<file path="src/pkg/page_cmd_regs.svh">
// constants for the page read/write command engine
`ifndef PAGE_CMD_REGS_SVH
`define PAGE_CMD_REGS_SVH

`define CMD_PAGE_READ     8'h06
`define CMD_PAGE_WRITE    8'h07
`define ARG_START_PAGE    2'h0
`define ARG_PAGE_COUNT    2'h1
`define ARG_BUF_OFFSET    2'h2
`define MIN_PAGE_COUNT    8'h02
`define RES_NO_ERROR      8'h00
`define RES_BAD_COMMAND   8'h01
`define RES_BAD_ARGUMENT  8'h02
`define RES_TAG_FAIL      8'h03
`define RES_BUSY          8'hFF
`define PAGE_BYTES        4
`define BUF_BYTES         256
`define FIFO_DEPTH        8

`endif

</file>
<file path="src/pkg/page_cmd_pkg.sv">
// types for the page read/write command engine
`default_nettype none
package page_cmd_pkg;
  typedef enum logic [2:0] {
    ST_IDLE,
    ST_CHECK,
    ST_TAG_REQ,
    ST_TAG_WAIT,
    ST_MOVE,
    ST_DONE
  } cmd_state_t;

  typedef logic [7:0] byte_t;
endpackage : page_cmd_pkg
`default_nettype wire

</file>
<file path="src/logic/byte_fifo.sv">
// small synchronous fifo with valid/ready on both sides
`default_nettype none
module byte_fifo #(
  parameter int WIDTH = 8,
  parameter int DEPTH = 8
) (
  // clock and reset
  input  wire logic             clk,
  input  wire logic             rst_n,
  // fill side
  input  wire logic             in_valid,
  output logic                  in_ready,
  input  wire logic [WIDTH-1:0] in_data,
  // drain side
  output logic                  out_valid,
  input  wire logic             out_ready,
  output logic      [WIDTH-1:0] out_data
);
  localparam int AW = $clog2(DEPTH);

  // pointer wrap relies on a power-of-two depth
  if (DEPTH < 2 || (1 << AW) != DEPTH)
  begin : g_bad_depth
    $error("byte_fifo: DEPTH must be a power of two, at least 2");
  end

  logic [WIDTH-1:0] mem_r [DEPTH];
  logic [AW:0]      wr_ptr_r;
  logic [AW:0]      rd_ptr_r;
  logic             push;
  logic             pop;

  assign in_ready  = (wr_ptr_r - rd_ptr_r) != (AW+1)'(DEPTH);
  assign out_valid = wr_ptr_r != rd_ptr_r;
  assign push      = in_valid && in_ready;
  assign pop       = out_valid && out_ready;
  assign out_data  = mem_r[rd_ptr_r[AW-1:0]];

  always_ff @(posedge clk)
  begin
    if (push)
      mem_r[wr_ptr_r[AW-1:0]] <= in_data;
  end

  always_ff @(posedge clk or negedge rst_n)
  begin
    if (!rst_n)
      wr_ptr_r <= '0;
    else if (push)
      wr_ptr_r <= wr_ptr_r + (AW+1)'(1);
  end

  always_ff @(posedge clk or negedge rst_n)
  begin
    if (!rst_n)
      rd_ptr_r <= '0;
    else if (pop)
      rd_ptr_r <= rd_ptr_r + (AW+1)'(1);
  end
endmodule : byte_fifo
`default_nettype wire

</file>
<file path="src/logic/page_cmd_engine.sv">
// page read / page write command engine
`include "page_cmd_regs.svh"
`default_nettype none

// Functional notes
// - read is code 06, args page/count/offset
// - write is code 07, same argument layout
// - start page is page index, not byte
// - failed read stores error, stops command
// - failed write stores error, stops command
// - read pages ascending from start page
// - read bytes contiguous from offset, no error
// - write pages ascending from start page
// - write bytes contiguous from offset, no error
module page_cmd_engine
  import page_cmd_pkg::*;
#(
  parameter int BUF_BYTES  = `BUF_BYTES,
  parameter int PAGE_BYTES = `PAGE_BYTES,
  parameter int FIFO_DEPTH = `FIFO_DEPTH
) (
  // clock and reset
  input  wire logic       REF_CLK,
  input  wire logic       RESETN,
  // command from host
  input  wire logic       CMD_START,
  input  wire logic [7:0] CMD_CODE,
  input  wire logic [7:0] CMD_ARG0,
  input  wire logic [7:0] CMD_ARG1,
  input  wire logic [7:0] CMD_ARG2,
  output logic            CMD_BUSY,
  output logic            CMD_DONE,
  output logic [7:0]      RESULT,
  // data buffer port
  output logic            BUF_WE,
  output logic [7:0]      BUF_ADDR,
  output logic [7:0]      BUF_WDATA,
  input  wire logic [7:0] BUF_RDATA,
  // tag link: one page per request
  output logic            TAG_REQ,
  output logic            TAG_WRITE,
  output logic [7:0]      TAG_PAGE,
  input  wire logic       TAG_ACK,
  input  wire logic       TAG_ERR,
  // tag byte stream, tag to engine
  input  wire logic       TAG_RX_VALID,
  output logic            TAG_RX_READY,
  input  wire logic [7:0] TAG_RX_DATA,
  // tag byte stream, engine to tag
  output logic            TAG_TX_VALID,
  input  wire logic       TAG_TX_READY,
  output logic [7:0]      TAG_TX_DATA
);
  // refuse sizes that the 8-bit address and byte counters cannot serve
  if (BUF_BYTES > 256 || BUF_BYTES < PAGE_BYTES || PAGE_BYTES < 1 || PAGE_BYTES > 255)
  begin : g_bad_size
    $error("page_cmd_engine: unsupported buffer or page size");
  end
  if (FIFO_DEPTH < 2)
  begin : g_bad_fifo
    $error("page_cmd_engine: fifo depth below two");
  end

  // end of a transfer, offset plus size; widened so it cannot wrap for pages of up to 7 bytes
  function automatic logic [10:0] xfer_end(input logic [7:0] ofs, input logic [7:0] cnt);
    xfer_end = 11'(ofs) + 11'(cnt) * 11'(PAGE_BYTES);
  endfunction : xfer_end

  // command decode: write flag latched at start, known-code test in the check step
  function automatic logic cmd_known(input logic [7:0] code);
    cmd_known = code == `CMD_PAGE_READ || code == `CMD_PAGE_WRITE;
  endfunction : cmd_known

  function automatic logic cmd_is_write(input logic [7:0] code);
    cmd_is_write = code == `CMD_PAGE_WRITE;
  endfunction : cmd_is_write

  cmd_state_t  state_r;
  logic        is_write_r;
  logic [7:0]  page_r;
  logic [7:0]  left_r;
  logic [7:0]  addr_r;
  logic [7:0]  bcnt_r;
  logic [7:0]  result_r;
  logic        done_r;
  logic [7:0]  code_r;
  logic [7:0]  cnt_r;
  logic [7:0]  ofs_r;
  logic        rd_pend_r;

  // fifo between tag stream and buffer, direction set by the command
  logic        f_in_valid;
  logic        f_in_ready;
  logic [7:0]  f_in_data;
  logic        f_out_valid;
  logic        f_out_ready;
  logic [7:0]  f_out_data;

  byte_fifo #(
    .WIDTH (8),
    .DEPTH (FIFO_DEPTH)
  ) u_fifo (
    .clk       (REF_CLK),
    .rst_n     (RESETN),
    .in_valid  (f_in_valid),
    .in_ready  (f_in_ready),
    .in_data   (f_in_data),
    .out_valid (f_out_valid),
    .out_ready (f_out_ready),
    .out_data  (f_out_data)
  );

  logic page_bytes_done;
  logic rd_take;
  logic wr_fetch;
  logic page_end;

  assign page_bytes_done = bcnt_r == 8'(PAGE_BYTES);
  // page ends once its bytes passed and the fifo has fully drained
  assign page_end        = page_bytes_done && !f_out_valid && !rd_pend_r;

  // read: tag bytes flow into fifo, fifo drains into the buffer
  // write: buffer bytes (one cycle read latency) fill fifo, fifo drains to tag
  assign rd_take      = !is_write_r && state_r == ST_MOVE && TAG_RX_VALID && f_in_ready
                        && !page_bytes_done;
  assign wr_fetch     = is_write_r && state_r == ST_MOVE && !page_bytes_done
                        && f_in_ready && !rd_pend_r;
  assign TAG_RX_READY = !is_write_r && state_r == ST_MOVE && f_in_ready && !page_bytes_done;
  assign f_in_valid   = is_write_r ? rd_pend_r : rd_take;
  assign f_in_data    = is_write_r ? BUF_RDATA : TAG_RX_DATA;
  assign f_out_ready  = is_write_r ? TAG_TX_READY : 1'b1;
  assign TAG_TX_VALID = is_write_r && f_out_valid;
  assign TAG_TX_DATA  = f_out_data;
  assign BUF_WE       = !is_write_r && f_out_valid;
  assign BUF_WDATA    = f_out_data;
  assign CMD_BUSY     = state_r != ST_IDLE;
  assign CMD_DONE     = done_r;
  assign RESULT       = result_r;
  assign TAG_REQ      = state_r == ST_TAG_REQ;
  assign TAG_WRITE    = is_write_r;
  assign TAG_PAGE     = page_r;

  // command latch: arguments taken at start
  always_ff @(posedge REF_CLK or negedge RESETN)
  begin
    if (!RESETN)
    begin
      code_r <= 8'h00;
      cnt_r  <= 8'h00;
      ofs_r  <= 8'h00;
    end
    else if (state_r == ST_IDLE && CMD_START)
    begin
      code_r <= CMD_CODE;
      cnt_r  <= CMD_ARG1;
      ofs_r  <= CMD_ARG2;
    end
  end

  // sequencing
  always_ff @(posedge REF_CLK or negedge RESETN)
  begin
    if (!RESETN)
    begin
      state_r    <= ST_IDLE;
      is_write_r <= 1'b0;
      result_r   <= `RES_NO_ERROR;
    end
    else
    begin
      unique case (state_r)
        ST_IDLE:
          if (CMD_START)
          begin
            is_write_r <= cmd_is_write(CMD_CODE);
            result_r   <= `RES_BUSY;
            state_r    <= ST_CHECK;
          end
        ST_CHECK:
          // arguments vetted before any tag traffic starts
          if (!cmd_known(code_r))
          begin
            result_r <= `RES_BAD_COMMAND;
            state_r  <= ST_DONE;
          end
          else if (cnt_r < `MIN_PAGE_COUNT
                   || xfer_end(ofs_r, cnt_r) > 11'(BUF_BYTES))
          begin
            result_r <= `RES_BAD_ARGUMENT;
            state_r  <= ST_DONE;
          end
          else
          begin
            state_r <= ST_TAG_REQ;
          end
        ST_TAG_REQ:
        begin
          state_r <= ST_TAG_WAIT;
        end
        ST_TAG_WAIT:
          // an error wins over an acknowledge in the same cycle
          if (TAG_ERR)
          begin
            result_r <= `RES_TAG_FAIL;
            state_r  <= ST_DONE;
          end
          else if (TAG_ACK)
          begin
            state_r <= ST_MOVE;
          end
        ST_MOVE:
          if (page_end)
          begin
            if (left_r == 8'h01)
            begin
              result_r <= `RES_NO_ERROR;
              state_r  <= ST_DONE;
            end
            else
            begin
              state_r <= ST_TAG_REQ;
            end
          end
        ST_DONE:
        begin
          state_r <= ST_IDLE;
        end
      endcase
    end
  end

  // page index: zero-based page number, never a byte address
  always_ff @(posedge REF_CLK or negedge RESETN)
  begin
    if (!RESETN)
      page_r <= 8'h00;
    else if (state_r == ST_IDLE && CMD_START)
      page_r <= CMD_ARG0;
    else if (state_r == ST_MOVE && page_end)
      page_r <= page_r + 8'h01;
  end

  // pages still to move; reaches zero after the last page and holds until the next check
  always_ff @(posedge REF_CLK or negedge RESETN)
  begin
    if (!RESETN)
      left_r <= 8'h00;
    else if (state_r == ST_CHECK)
      left_r <= cnt_r;
    else if (state_r == ST_MOVE && page_end)
      left_r <= left_r - 8'h01;
  end

  // per-page byte count
  always_ff @(posedge REF_CLK or negedge RESETN)
  begin
    if (!RESETN)
      bcnt_r <= 8'h00;
    else if (state_r == ST_TAG_REQ)
      bcnt_r <= 8'h00;
    else if (rd_take || wr_fetch)
      bcnt_r <= bcnt_r + 8'h01;
  end

  // buffer pointer: contiguous from the offset across pages
  // wraps at 255; the bounds check keeps legal commands clear of that
  always_ff @(posedge REF_CLK or negedge RESETN)
  begin
    if (!RESETN)
      addr_r <= 8'h00;
    else if (state_r == ST_CHECK)
      addr_r <= ofs_r;
    else if ((BUF_WE) || wr_fetch)
      addr_r <= addr_r + 8'h01;
  end

  assign BUF_ADDR = addr_r;

  // buffer read data lands one cycle after the address
  // one fetch in flight at a time: half rate, but no skid buffer needed
  always_ff @(posedge REF_CLK or negedge RESETN)
  begin
    if (!RESETN)
      rd_pend_r <= 1'b0;
    else
      rd_pend_r <= wr_fetch;
  end

  // completion pulse
  always_ff @(posedge REF_CLK or negedge RESETN)
  begin
    if (!RESETN)
      done_r <= 1'b0;
    else
      done_r <= state_r == ST_DONE;
  end
endmodule : page_cmd_engine
`default_nettype wire

</file>
<file path="config.mk">
export PLATFORM = sky130hd
export DESIGN_NAME = page_cmd_engine
export DESIGN_NICKNAME = d
export VERILOG_FILES = /design/src/pkg/page_cmd_pkg.sv /design/src/logic/byte_fifo.sv /design/src/logic/page_cmd_engine.sv
export VERILOG_INCLUDE_DIRS = /design/src /design/src/pkg
export SDC_FILE = /design/constraint.sdc
export NUM_CORES = 1
export LEC_CHECK = 0
export BUFFER_PORTS_ARGS = -buffer_cell sky130_fd_sc_hd__clkbuf_2
export CORE_ASPECT_RATIO = 2
export CORE_MARGIN = 2
export CORE_UTILIZATION = 55
export DETAILED_ROUTE_END_ITERATION = 6
export GPL_TIMING_DRIVEN = 0
export PLACE_DENSITY = 0.78
export RECOVER_POWER = 50
export SLEW_MARGIN = 5
export SYNTH_ARGS = -nofsm -noshare
export SYNTH_HDL_FRONTEND = slang
export SYNTH_SLANG_ARGS = --single-unit
export TNS_END_PERCENT = 10
</file>
<file path="constraint.sdc">
create_clock -name REF_CLK -period 7.2 [get_ports REF_CLK]
set_clock_uncertainty 0.1 [all_clocks]
set_input_delay 1.08 -clock REF_CLK [delete_from_list [all_inputs] [get_ports REF_CLK]]
set_output_delay 1.08 -clock REF_CLK [all_outputs]
set_load 0.1 [all_outputs]
</file>
==> flow_summary.json <==
{
  "outcome": "finished with violations",
  "violations": "capacitance limit, slew limit",
  "firstDrtPassIters": 5,
  "cp-endpoint": "TAG_RX_READY",
  "highest_layer": "met4",
  "grt_use_total": 0.2607,
  "crit_path_cell_trace": "clkbuf_1, clkbuf_1, inv_1, ha_1, nand3b_1, and3b_1, or4_1, nand2_1, nor2_1, clkbuf_2",
  "synth_nets": 610,
  "grt_pass1_vias": 4991,
  "yosysUniqueCellTypes": 60,
  "core_mm2": 0.01177,
  "wl_met1_um": 5203,
  "synth_top_cell_area_share": 0.2893,
  "rsz0062_at_grt": "false",
  "r2r_end": "u_fifo.mem_r[6][6]$_DFFE_PP_",
  "crit_slowest_cell": "clkbuf_1",
  "hp-class": "flop to flop",
  "crit_path_end_kind": "output port",
  "syn_avg_cell_area_um2": 12.37,
  "worst_pin_slew_ns": 2.676,
  "cp_max_fo": 10,
  "synthXorXnorAreaFrac": 0.03956,
  "cts_setup_buffers": 0,
  "fmax_ghz": 0.2067,
  "period_needed_ns": 4.837,
  "rr_worst_depth": 10,
  "drc": 0,
  "yosys.area.top_type": "edfxtp_1",
  "grt_overflow": 0,
  "cap_violations": 1,
  "met2_length_um": 9072,
  "arrival_ns": 3.66,
  "yosysSeqAreaShare": 0.5606,
  "crit_required_ns": 6.02,
  "syn_to_final_growth_pct": 19.02,
  "worstSetupPathType": "flop to output port",
  "ys_seq_elements": 136,
  "antenna_found_initial": 0,
  "gp_congestion": 0.8906,
  "start_util": 0.5643,
  "cts_tree": "done",
  "n_fill_cell": 902,
  "dp_hpwl_um": 11620,
  "drt-wirelength-per-cell_um": 19.33,
  "dieWidth_um": 81.71,
  "clk_path_buf_depth": 2,
  "fp-row-count": 56,
  "critPathMaxStageDelay_ns": 0.53,
  "reg2reg_slack_ns": 2.58,
  "synth_warnings": 0,
  "die_area_mm2": 0.01303,
  "diodes": 0,
  "vias": 4772,
  "synth_compound_area_frac": 0.07591,
  "synthSimpleGateAreaFrac": 0.1349,
  "report.final.slew_viol_count": 50,
  "synthMuxAreaShare": 0.1162,
  "synth_area_mm2": 0.006643,
  "synth-edff-count": 64,
  "grt_max_degree": 50,
  "ioPinCount": 102,
  "grt_pass1_wl_um": 25010,
  "cts_resized": 0,
  "maxSlewHeadroom": -0.7839,
  "setup_tns_ns": 0,
  "layout-drive-gt1-share": 0.2772,
  "setup_viol": 0,
  "numCtsBuffers": 17,
  "crit_start": "u_fifo.rd_ptr_r[1]$_DFFE_PN0P_",
  "postCtsHoldBufs": 0,
  "r2r-start": "u_fifo.rd_ptr_r[1]$_DFFE_PN0P_",
  "viasPerCell": 5.848,
  "synth-main-ff-cell": "dfrtp_1",
  "yosys.area_share.adder": 0.03503,
  "nets": 731,
  "first_iter_violations": 356,
  "start_kind": "flop",
  "hold_viol": 0,
  "min_period_over_period": 0.6718,
  "wl_um": 15770,
  "clock_latency_ns": 0.42,
  "antenna_left": 0,
  "htreeDepth": 4,
  "clock-root-buffer": "clkbuf_16",
  "die_y_um": 159.4,
  "io_buffers": 101,
  "postSynthCellCount": 537,
  "synthArstFlopShare": 0.5294,
  "synth.area.top_cells": "edfxtp_1 29%, dfrtp_1 27%, mux2_2 5.6%",
  "clk_pin_slew_worst_paths_ns": 0.06,
  "synth_top_family_by_area": "simple AND/OR/NAND/NOR gates",
  "cts_sinks": 136,
  "cpMostUsedCell": "clkbuf_1",
  "dr_wl_met3_um": 720
}
[metal layers]
layer / global-route usage / vias to the layer above
met5: 0 / -
met4: 0.1598 / 0
met3: 0.05726 / 50
met2: 0.4676 / 171
met1: 0.2603 / 2342
li1: - / 2209
[flip-flops by register name (all words and copies together), names as in the netlist]
register         cells
BUF_ADDR             8
CMD_DONE             1
RESULT               3
TAG_PAGE             8
TAG_WRITE            1
bcnt_r               8
cnt_r                8
code_r               7
left_r               8
ofs_r                8
rd_pend_r            1
state_r              3
u_fifo.mem_r        64
u_fifo.rd_ptr_r      4
u_fifo.wr_ptr_r      4
[worst min path at each step]
| stage | from | to | slack (ns) | cells past startpoint |
|---|---|---|---|---|
| after global routing | u_fifo.wr_ptr_r[3]$_DFFE_PN0P_ | u_fifo.wr_ptr_r[3]$_DFFE_PN0P_ | 0.41 | 1 |
| after CTS | u_fifo.wr_ptr_r[3]$_DFFE_PN0P_ | u_fifo.wr_ptr_r[3]$_DFFE_PN0P_ | 0.39 | 1 |
| after global placement | u_fifo.wr_ptr_r[3]$_DFFE_PN0P_ | u_fifo.wr_ptr_r[3]$_DFFE_PN0P_ | 0.38 | 1 |
| after floorplan | u_fifo.wr_ptr_r[3]$_DFFE_PN0P_ | u_fifo.wr_ptr_r[3]$_DFFE_PN0P_ | 0.36 | 1 |
| final | u_fifo.wr_ptr_r[3]$_DFFE_PN0P_ | u_fifo.wr_ptr_r[3]$_DFFE_PN0P_ | 0.39 | 1 |
| after detailed placement | u_fifo.wr_ptr_r[3]$_DFFE_PN0P_ | u_fifo.wr_ptr_r[3]$_DFFE_PN0P_ | 0.38 | 1 |
[cell usage after synthesis (6+ instances only)]
cell type / instances
nor2b_1: 6
dfrtp_1: 72
buf_4: 14
nand3_1: 8
clkbuf_1: 12
nor2_1: 30
a211oi_1: 6
nand2_1: 68
ha_1: 17
inv_1: 15
edfxtp_1: 64
mux4_2: 16
nor3_1: 21
a21oi_1: 12
mux2_2: 33
xnor2_1: 17
o21ai_0: 26
nand4_1: 9
xor2_1: 13
[area by class of cell]
type / count / area (um2) / area share
multi-input cells: 353 / 2683 / 0.3393
well taps: 145 / 181.4 / 0.02295
repair buffers: 102 / 485.5 / 0.06140
flip-flops and latches: 136 / 3724 / 0.4710
plain buffers: 32 / 191.4 / 0.02421
clock inverters: 15 / 156.4 / 0.01978
inverters: 16 / 60.06 / 0.007596
clock buffers: 17 / 425.4 / 0.05381
[logic make-up after synthesis]
| group | count (synthesis) |
|---|---|
| fa+ha+maj | 18 |
| compound gates | 75 |
| mux | 53 |
| simple gates | 177 |
| xor+xnor | 30 |
| flops | 136 |
| buf+inv | 48 |
[cells in the final DEF, fill, tap and decap left out, drive strengths merged, types with 4 or more instances in the layout]
cell type,instances
clkbuf,131
dfrtp,72
nand2,69
edfxtp,64
mux2,33
nor2,30
o21ai,28
inv,24
nor3,21
buf,20
xnor2,17
ha,17
mux4,16
xor2,13
a21oi,12
nand4,9
nand3,8
nor2b,6
a211oi,6
nor4,6
and3,5
mux2i,4
[through the flow]
step                      area, um2  cells  setup slack, ns  utilization  hold slack [ns]
after floorplan                6643    537            2.895            -           0.3619
after global placement         7330    783            2.684       0.6227           0.3786
after detailed placement       7360    784            2.586       0.6252           0.3797
after CTS                      7941    816            2.326       0.6746           0.3896
after global routing           7906    816            2.172       0.6717           0.4084
final                          7906    816            2.363       0.6717           0.3878
[worst max-delay path, delay by kind of cell (launching register included)]
kind                     cells  cell delay (ns)
flip-flops                   1             0.35
adder cells (fa/ha/maj)      1             0.36
buffers and inverters        4             1.50
AND/OR/NAND/NOR              5             1.03
Power is left out: the tool's default activity adds up to more than one toggle a clock period on the data nets, which glitch-free logic cannot reach.
